===== src/offload_pkg.sv =====
// shared constants for the mac vlan, checksum and pause offload block
package offload_pkg;
    // untagged maximum frame length in bytes, and one vlan tag
    localparam logic [15:0] MAX_UNTAGGED_LEN = 16'h05ee;
    localparam logic [15:0] TAG_LEN = 16'h0004;
    // tag sits after destination and source address (6 + 6 bytes)
    localparam logic [7:0] TAG_INSERT_OFFSET = 8'h0c;
    // tag control field layout
    localparam int PRIO_MSB = 15;
    localparam int PRIO_LSB = 13;
    localparam int VID_MSB = 11;
    // checksum request bit positions
    localparam int CSUM_IP_BIT = 0;
    localparam int CSUM_TCP_BIT = 1;
    localparam int CSUM_UDP_BIT = 2;
    // pause timing: quantum is 512 bit times of 1 ns each
    localparam int QUANTUM_BITS = 512;
    localparam int BIT_TIME_NS = 1;
    localparam int CLK_PERIOD_NS = 100;
    localparam int QUANTUM_NS = QUANTUM_BITS * BIT_TIME_NS;
    // least time: rounded up to whole cycles
    localparam int QUANTUM_CYC = (QUANTUM_NS + CLK_PERIOD_NS - 1) / CLK_PERIOD_NS;
    localparam logic [2:0] QUANTUM_RELOAD = 3'(QUANTUM_CYC - 1);
    // reset values
    localparam logic [15:0] PAUSE_RST = 16'h0000;
    localparam logic [2:0] SUB_RST = 3'h0;
endpackage


===== src/mac_vlan_csum_pause_offload.sv =====
// frame level vlan, checksum and pause offload decisions of the mac
`timescale 1ns/1ns
module mac_vlan_csum_pause_offload #(
    parameter int LEVEL_W = 16 // receive fifo level width
) (
    input wire logic clk_i, // 10 MHz mac clock
    input wire logic sys_rst_i, // synchronous reset, high
    input wire logic ce_i, // clock enable, freezes state low
    // configuration bits
    input wire logic auto_tag_enable_i, // apply default tag
    input wire logic auto_untag_enable_i, // strip received tags
    input wire logic [15:0] default_tag_value_i, // default tag
    input wire logic [2:0] rx_priority_threshold_i, // irq threshold
    input wire logic tag_id_exact_filter_i, // exact id filter on
    input wire logic tag_id_hash_filter_i, // hash id filter on
    input wire logic [11:0] tag_id_match_i, // exact id value
    input wire logic [63:0] tag_id_hash_table_i, // hash bitmap
    input wire logic v6_checksum_enable_i, // ipv6 offload on
    input wire logic [2:0] rx_csum_enable_i, // verify ip,tcp,udp
    input wire logic flow_enable_i, // obey pause frames
    input wire logic flow_symmetric_i, // also send pause frames
    input wire logic [LEVEL_W-1:0] pause_on_level_i, // on level
    input wire logic [LEVEL_W-1:0] pause_off_level_i, // off level
    input wire logic [LEVEL_W-1:0] rx_fifo_level_i, // occupancy
    // transmit frame request from dma
    input wire logic tx_req_i, // frame waiting to start
    input wire logic desc_tag_insert_req_i, // descriptor tag request
    input wire logic [15:0] desc_tag_i, // descriptor tag value
    input wire logic [2:0] tx_frame_control_word_i, // csum requests
    input wire logic tx_is_v4_i, // frame holds ipv4
    input wire logic tx_is_v6_i, // frame holds ipv6
    input wire logic tx_is_tcp_i, // frame holds tcp
    input wire logic tx_is_udp_i, // frame holds udp
    output logic tx_go_o, // start taken this cycle
    output logic tx_start_o, // registered start pulse
    output logic tx_tag_en_o, // insert a tag
    output logic [15:0] tx_tag_o, // tag to insert
    output logic [7:0] tx_tag_offset_o, // insert byte offset
    output logic tx_fcs_recalc_o, // fcs over tagged frame
    output logic [2:0] tx_csum_do_o, // insert ip,tcp,udp
    // received frame summary from the parser
    input wire logic rx_done_i, // frame end pulse
    input wire logic rx_tagged_i, // frame carries a tag
    input wire logic [15:0] rx_tag_i, // received tag
    input wire logic [15:0] rx_len_i, // frame length
    input wire logic rx_is_ctrl_i, // mac control frame
    input wire logic rx_is_pause_i, // valid pause frame
    input wire logic [15:0] rx_pause_quanta_i, // requested quanta
    input wire logic rx_is_v4_i, // holds ipv4
    input wire logic rx_is_v6_i, // holds ipv6
    input wire logic rx_is_tcp_i, // holds tcp
    input wire logic rx_is_udp_i, // holds udp
    output logic rx_valid_o, // decision pulse
    output logic rx_deliver_o, // pass to host
    output logic rx_strip_o, // remove tags
    output logic rx_len_err_o, // too long
    output logic [15:0] tag_control_field_o, // status tag
    output logic rx_status_tagged_o, // status tag valid
    output logic [2:0] rx_csum_chk_o, // verify ip,tcp,udp
    input wire logic irq_flags_ack_i, // clear priority flag
    output logic rx_priority_irq_flag_o, // sticky priority flag
    output logic paused_o, // pause in force
    output logic pause_send_o // request device pause frame
);
    // ****************************************************************
    // helpers
    // ****************************************************************
    // hash index folds the 12 bit id onto the 64 entry table
    function automatic logic [5:0] id_hash(input logic [11:0] id);
        id_hash = id[5:0] ^ id[11:6];
    endfunction

    // ipv4 header checksum only exists for v4; l4 needs eligible ip
    function automatic logic [2:0] csum_sel(input logic [2:0] req, input logic v4,
                                            input logic v6, input logic tcp,
                                            input logic udp);
        logic ip_ok;
        ip_ok = v4 | (v6 & v6_checksum_enable_i);
        csum_sel = {req[offload_pkg::CSUM_UDP_BIT] & udp & ip_ok,
                    req[offload_pkg::CSUM_TCP_BIT] & tcp & ip_ok,
                    req[offload_pkg::CSUM_IP_BIT] & v4};
    endfunction

    // ****************************************************************
    // pause timer
    // ****************************************************************
    logic [15:0] pause_q, pause_d;
    logic [2:0] sub_q, sub_d;
    logic pause_take;

    assign pause_take = rx_done_i & rx_is_pause_i & flow_enable_i;

    // timer counts quanta down in whole cycles
    always_comb begin
        pause_d = pause_q;
        sub_d = sub_q;
        if (pause_take) begin
            pause_d = rx_pause_quanta_i;
            sub_d = offload_pkg::QUANTUM_RELOAD;
        end else if (pause_q != 16'h0000) begin
            if (sub_q == 3'h0) begin
                pause_d = pause_q - 16'h0001;
                sub_d = offload_pkg::QUANTUM_RELOAD;
            end else begin
                sub_d = sub_q - 3'h1;
            end
        end
    end

    always_ff @(posedge clk_i) begin
        if (sys_rst_i) begin
            pause_q <= offload_pkg::PAUSE_RST;
            sub_q <= offload_pkg::SUB_RST;
        end else if (ce_i) begin
            pause_q <= pause_d;
            sub_q <= sub_d;
        end
    end

    assign paused_o = pause_q != 16'h0000;

    // ****************************************************************
    // transmit path
    // ****************************************************************
    logic start_q, tag_en_q, tag_en_d;
    logic [15:0] tag_q, tag_d;
    logic [2:0] csum_q, csum_d;

    assign tx_go_o = tx_req_i & ce_i & ~paused_o;

    // tag source and checksum choice latched at start
    always_comb begin
        tag_en_d = tag_en_q;
        tag_d = tag_q;
        csum_d = csum_q;
        if (tx_go_o) begin
            tag_en_d = desc_tag_insert_req_i | auto_tag_enable_i;
            tag_d = desc_tag_insert_req_i ? desc_tag_i : default_tag_value_i;
            // cleared request bits are never inserted
            csum_d = csum_sel(tx_frame_control_word_i, tx_is_v4_i, tx_is_v6_i,
                              tx_is_tcp_i, tx_is_udp_i);
        end
    end

    always_ff @(posedge clk_i) begin
        if (sys_rst_i) begin
            start_q <= 1'b0;
            tag_en_q <= 1'b0;
            tag_q <= 16'h0000;
            csum_q <= 3'h0;
        end else if (ce_i) begin
            start_q <= tx_go_o;
            tag_en_q <= tag_en_d;
            tag_q <= tag_d;
            csum_q <= csum_d;
        end
    end

    assign tx_start_o = start_q;
    assign tx_tag_en_o = tag_en_q;
    assign tx_tag_o = tag_q;
    assign tx_csum_do_o = csum_q;
    // fixed offset after source address, fcs covers tag
    assign tx_tag_offset_o = offload_pkg::TAG_INSERT_OFFSET;
    assign tx_fcs_recalc_o = tag_en_q;

    // ****************************************************************
    // receive path
    // ****************************************************************
    logic rx_valid_q, deliver_q, deliver_d, strip_q, strip_d, len_err_q, len_err_d;
    logic tagged_q, tagged_d, prio_q, prio_d;
    logic [15:0] stag_q, stag_d;
    logic [2:0] chk_q, chk_d;
    logic id_sel, filt_on, prio_hit;
    logic [15:0] max_len;

    assign max_len = offload_pkg::MAX_UNTAGGED_LEN + (rx_tagged_i ? offload_pkg::TAG_LEN
                                                                  : 16'h0000);
    assign filt_on = tag_id_exact_filter_i | tag_id_hash_filter_i;
    assign id_sel = (tag_id_exact_filter_i
                     & (rx_tag_i[offload_pkg::VID_MSB:0] == tag_id_match_i))
                  | (tag_id_hash_filter_i
                     & tag_id_hash_table_i[id_hash(rx_tag_i[offload_pkg::VID_MSB:0])]);
    assign prio_hit = rx_done_i & rx_tagged_i
                    & (rx_tag_i[offload_pkg::PRIO_MSB:offload_pkg::PRIO_LSB]
                       >= rx_priority_threshold_i);

    // per frame decision and status
    always_comb begin
        deliver_d = deliver_q;
        strip_d = strip_q;
        len_err_d = len_err_q;
        tagged_d = tagged_q;
        stag_d = stag_q;
        chk_d = chk_q;
        // set wins over acknowledge
        prio_d = prio_hit | (prio_q & ~irq_flags_ack_i);
        if (rx_done_i) begin
            len_err_d = rx_len_i > max_len;
            deliver_d = ~len_err_d & (~filt_on | (rx_tagged_i & id_sel));
            strip_d = rx_tagged_i & auto_untag_enable_i;
            tagged_d = rx_tagged_i;
            stag_d = rx_tagged_i ? rx_tag_i : 16'h0000;
            chk_d = csum_sel(rx_csum_enable_i, rx_is_v4_i, rx_is_v6_i,
                             rx_is_tcp_i, rx_is_udp_i);
        end
    end

    always_ff @(posedge clk_i) begin
        if (sys_rst_i) begin
            rx_valid_q <= 1'b0;
            deliver_q <= 1'b0;
            strip_q <= 1'b0;
            len_err_q <= 1'b0;
            tagged_q <= 1'b0;
            stag_q <= 16'h0000;
            chk_q <= 3'h0;
            prio_q <= 1'b0;
        end else if (ce_i) begin
            rx_valid_q <= rx_done_i;
            deliver_q <= deliver_d;
            strip_q <= strip_d;
            len_err_q <= len_err_d;
            tagged_q <= tagged_d;
            stag_q <= stag_d;
            chk_q <= chk_d;
            prio_q <= prio_d;
        end
    end

    assign rx_valid_o = rx_valid_q;
    assign rx_deliver_o = deliver_q;
    assign rx_strip_o = strip_q;
    assign rx_len_err_o = len_err_q;
    assign rx_status_tagged_o = tagged_q;
    assign tag_control_field_o = stag_q;
    assign rx_csum_chk_o = chk_q;
    assign rx_priority_irq_flag_o = prio_q;

    // ****************************************************************
    // automatic pause generation
    // ****************************************************************
    logic flow_q, flow_d, send_q, send_d;

    // hysteresis between on and off levels
    always_comb begin
        flow_d = flow_q;
        send_d = 1'b0;
        if (!flow_q && rx_fifo_level_i >= pause_on_level_i) begin
            flow_d = 1'b1;
            // pause on reaching the on level
            send_d = 1'b1;
        end else if (flow_q && rx_fifo_level_i <= pause_off_level_i) begin
            flow_d = 1'b0;
        end else if (flow_q && rx_done_i && !rx_is_ctrl_i) begin
            send_d = 1'b1;
        end
        // pause frames are only requested with flow control on and in symmetric mode
        send_d = send_d & flow_enable_i & flow_symmetric_i;
    end

    always_ff @(posedge clk_i) begin
        if (sys_rst_i) begin
            flow_q <= 1'b0;
            send_q <= 1'b0;
        end else if (ce_i) begin
            flow_q <= flow_d;
            send_q <= send_d;
        end
    end

    assign pause_send_o = send_q;

    // ****************************************************************
    // assertions
    // ****************************************************************
    pause_blocks_tx_a: assert property (@(posedge clk_i) disable iff (sys_rst_i)
        paused_o |-> !tx_go_o)
        else $error("transmit started while paused");
    pause_zero_ends_a: assert property (@(posedge clk_i) disable iff (sys_rst_i)
        (ce_i && pause_take && rx_pause_quanta_i == 16'h0000) |=> !paused_o)
        else $error("zero pause did not end pause");
    pause_quantum_len_a: assert property (@(posedge clk_i) disable iff (sys_rst_i)
        (ce_i && pause_take && rx_pause_quanta_i == 16'h0001) ##1 (ce_i && !pause_take) [*6]
        |=> !paused_o)
        else $error("one quantum lasted too long");
    tag_priority_a: assert property (@(posedge clk_i) disable iff (sys_rst_i)
        (ce_i && tx_go_o && desc_tag_insert_req_i)
        |=> tx_tag_en_o && tx_tag_o == $past(desc_tag_i))
        else $error("descriptor tag not used");
    status_tag_a: assert property (@(posedge clk_i) disable iff (sys_rst_i)
        (ce_i && rx_done_i && rx_tagged_i) |=> tag_control_field_o == $past(rx_tag_i))
        else $error("received tag not copied");
    untag_ctrl_a: assert property (@(posedge clk_i) disable iff (sys_rst_i)
        (ce_i && rx_done_i) |=> rx_strip_o == $past(rx_tagged_i && auto_untag_enable_i))
        else $error("strip decision wrong");
    filter_drop_a: assert property (@(posedge clk_i) disable iff (sys_rst_i)
        (ce_i && rx_done_i && filt_on && !rx_tagged_i) |=> !rx_deliver_o)
        else $error("untagged frame passed filter");
    prio_flag_a: assert property (@(posedge clk_i) disable iff (sys_rst_i)
        (ce_i && prio_hit) |=> rx_priority_irq_flag_o)
        else $error("priority flag not set");
    v6_gate_a: assert property (@(posedge clk_i) disable iff (sys_rst_i)
        (ce_i && tx_go_o && !tx_is_v4_i && !v6_checksum_enable_i) |=> tx_csum_do_o == 3'h0)
        else $error("checksum on ineligible frame");
    asym_silent_a: assert property (@(posedge clk_i) disable iff (sys_rst_i)
        ($past(ce_i) && !$past(flow_symmetric_i)) |-> !pause_send_o)
        else $error("pause sent in asymmetric mode");
    pause_on_send_a: assert property (@(posedge clk_i) disable iff (sys_rst_i)
        (ce_i && !flow_q && rx_fifo_level_i >= pause_on_level_i && flow_enable_i
         && flow_symmetric_i) |=> pause_send_o)
        else $error("no pause at on level");
endmodule


===== config.mk =====
export PLATFORM = sky130hd
export DESIGN_NAME = mac_vlan_csum_pause_offload
export DESIGN_NICKNAME = d
export VERILOG_FILES = /design/src/offload_pkg.sv /design/src/mac_vlan_csum_pause_offload.sv
export SDC_FILE = /design/constraint.sdc
export NUM_CORES = 1
export LEC_CHECK = 0
export ABC_AREA = 1
export BUFFER_PORTS_ARGS = -buffer_cell sky130_fd_sc_hd__clkbuf_2
export CORE_AREA = 5 5 112 114
export DETAILED_ROUTE_END_ITERATION = 16
export DIE_AREA = 0 0 117 119
export PLACE_DENSITY = 0.9
export SETUP_SLACK_MARGIN = 0.5
export SKIP_CTS_REPAIR_TIMING = 1
export SYNTH_ARGS = -nofsm -noshare
export SYNTH_HDL_FRONTEND = slang
export SYNTH_SLANG_ARGS = --single-unit
export TNS_END_PERCENT = 30

===== constraint.sdc =====
create_clock -name clk_i -period 5.2 [get_ports clk_i]
set_input_delay 1.04 -clock clk_i [delete_from_list [all_inputs] [get_ports clk_i]]
set_output_delay 1.04 -clock clk_i [all_outputs]
set_load 0.02 [all_outputs]

==> metrics.csv <==
metric,value,unit
Finish-stage setup viols,0,
DPL Wire Length,15000,µm
top post-synthesis cells by count,"nand2_1 (201), nand3_1 (88), inv_1 (79)",
leading area contributor after synthesis,dfxtp_1,
synthesized flop and latch total,67,
ANT cells,0,
Synth Instances,754,
WL met1,6330,µm
final core utilization,59.8,%
CTS Buffer Depth,2,
"Seq/Total Area, Yosys",26.8,%
vias in the first global route,6176,
worst-path cell chain,inv_1 -> ha_1 -> nand2_1 -> nor4_4 -> nand2_2 -> nor3_4 -> nand4_2 -> nor2_4 -> buf_4 -> clkbuf_2,
Initial Utilization,44.2,%
global route overflow,0,
Final Non-Filler Cells,1170,
post-synthesis mux area share,0,%
Worst Skew,0.00966,ns
nature of the critical path endpoint,output port,
total die area,0.0139,mm²
Fin. Hold Viols,0,
fmax,281,MHz
row count,39,
Max Slew Vio Count,0,
Clock transition at path regs,0.07,ns
synth top area cells,"dfxtp_1 (27%), nand2_1 (15%), ha_1 (10%)",
DR WL/cell,15.4,µm
Post-synth EDFFs,0,
Die Ht,119,µm
first-pass GRT wire length,28000,µm
status,completed,
Tmin final,3.57,ns
Hold WC Path Type,reg -> reg,
RePlAce Congestion,0.967,
CTS root buffer,clkbuf_16,
share of cells above drive strength 1,32.0,%
CP Launch Type,flip-flop,
"Cell Area, Synth",0.00501,mm²
proportion of netlist area held by the largest area contributor,26.8,%
Nets,1300,
total wire length,18000,µm
post-synth cell types,41,
Leak,3.59,nW
required time worst endpoint,4.16,ns
DRC violations left,0,
H-tree level count,3,
worst vdd ir,0.229,mV
"Max FO, Critical Path",41,
RSZ-0062 raised after global routing,no,
largest family of logic cells by synthesized area,simple AND/OR/NAND/NOR gates,
Detailed Route Iter0 Violations,313,
met2 routed WL,9510,µm
post-synthesis xor/xnor area fraction,2.97,%
pre-CTS setup slack,1.97,ns
Final WS setup,1.63,ns
placed insts,1154,
Worst Path Buf+Inv,3,
worst-skew pair later-pin latency,0.33,ns
Antenna Violating Nets Remaining,0,
Vias/cell,5.22,
most frequent cell after synthesis,nand2_1,
compound-gate portion of the synthesized area,18.8,%
max-cap violation count,0,
Final Cycle Share,68.6,%
relative max-transition margin,17.4,%
"reg-to-reg slack, setup",2.84,ns
Top delay family on crit path,simple AND/OR/NAND/NOR gates,
CP peak stage delay,0.39,ns
Slew @ Worst Pin,1.23,ns
"Top FF cell, synth",dfxtp_1,
Placeable Area,0.0113,mm²
number of port buffers,287,
PD cells,359,mW/mm²
Layout Cell Area excl Fill,0.00677,mm²
# IOs,296,
Post-synth ARST share,0,%
Pre-Repair DR Iteration Count,5,
Ys Warns,0,
Max Used Layer,met4,
clk sinks,67,
adder and majority gate portion of the synthesized area,9.99,%
met3 WL,1570,µm
CP max stage cell,buf_4,
critical path arrival,2.53,ns
mean post-synth cell area,6.64,µm²
GRT Total Usage,24.9,%
Vias,6103,
placed instance area,0.00646,mm²
Post-Synth Simple-Gate Area,31.0,%
initial antenna violation count,0,
cts bufs inserted,9,
area delta synth->final,35.1,%
Min Hold Slack,0.466,ns
CTS tree,yes,
overall power,2.43,mW
critical path type,reg -> out,
Sum Neg Setup Slack,0,ns
largest net degree at the start of global routing,44,
die width,117,µm
kinds of logic after synthesis:
| family | count (synthesis) |
|---|---|
| and+or+nand+nor | 358 |
| AOI/OAI and AO/OA | 150 |
| buffers and inverters | 120 |
| DFF | 67 |
| adders and majority gates | 40 |
| xor gates and xnor gates | 17 |
| other | 2 |
worst paths after layout:
kind / from / to / depth (start not counted)
setup / recovery: pause_q[0] / tx_go_o / 10
hold / removal: tag_control_field_o[3] / tag_control_field_o[3] / 2
setup reg to reg: pause_q[0] / tx_tag_o[0] / 11
hold reg to reg: tag_control_field_o[3] / tag_control_field_o[3] / 2
worst min-delay path, cell delays in order, from the launching register on:
cell and delay (ns):
dfxtp_1 0.31, nand2_1 0.06, a21oi_1 0.06
per-layer routing:
layer,up-vias,GRT usage [%]
met3,45,5.48
li1,3046,-
met5,-,0
met2,297,48.0
met4,0,10.6
met1,2715,25.0
power by group:
group | total [mW] | leakage [nW] | internal, mW | switching [mW]
clock network | 0.627 | 0.151 | 0.379 | 0.248
logic | 1.10 | 2.89 | 0.410 | 0.687
registers | 0.708 | 0.546 | 0.621 | 0.0865
flip-flops by register name, indices dropped and copies added, names as in the netlist:
register                cells
flow_q                      1
pause_q                    16
pause_send_o                1
rx_csum_chk_o               3
rx_deliver_o                1
rx_len_err_o                1
rx_priority_irq_flag_o      1
rx_status_tagged_o          1
rx_strip_o                  1
rx_valid_o                  1
sub_q                       3
tag_control_field_o        16
tx_csum_do_o                3
tx_fcs_recalc_o             1
tx_start_o                  1
tx_tag_o                   16
final cells by class:
type	count	area [µm²]
clock inverters	7	82.6
fillers	1047	4550
multi-input cells	573	3170
flip-flops and latches	67	1340
clock buffers	9	225
repair buffers	291	1470
well taps	143	179
inverters	80	300
placed cells by master, fill, tap and decap left out, types with 3 or more instances in the layout:
| cell type | n |
|---|---|
| inv_1 | 79 |
| nand4_1 | 7 |
| clkbuf_2 | 287 |
| clkbuf_16 | 9 |
| buf_4 | 4 |
| o21a_1 | 4 |
| o21ai_0 | 41 |
| xnor2_1 | 9 |
| a21o_1 | 3 |
| ha_1 | 40 |
| nand3_1 | 88 |
| nor3_1 | 9 |
| o221ai_1 | 3 |
| nand2_1 | 201 |
| a31oi_1 | 12 |
| or2_2 | 3 |
| xor2_1 | 8 |
| clkinv_4 | 3 |
| a21oi_1 | 63 |
| nor2_1 | 41 |
| o211ai_1 | 3 |
| a311oi_2 | 10 |
| conb_1 | 8 |
| inv_6 | 3 |
| dfxtp_1 | 67 |
Power figures use the tool's default switching activity.
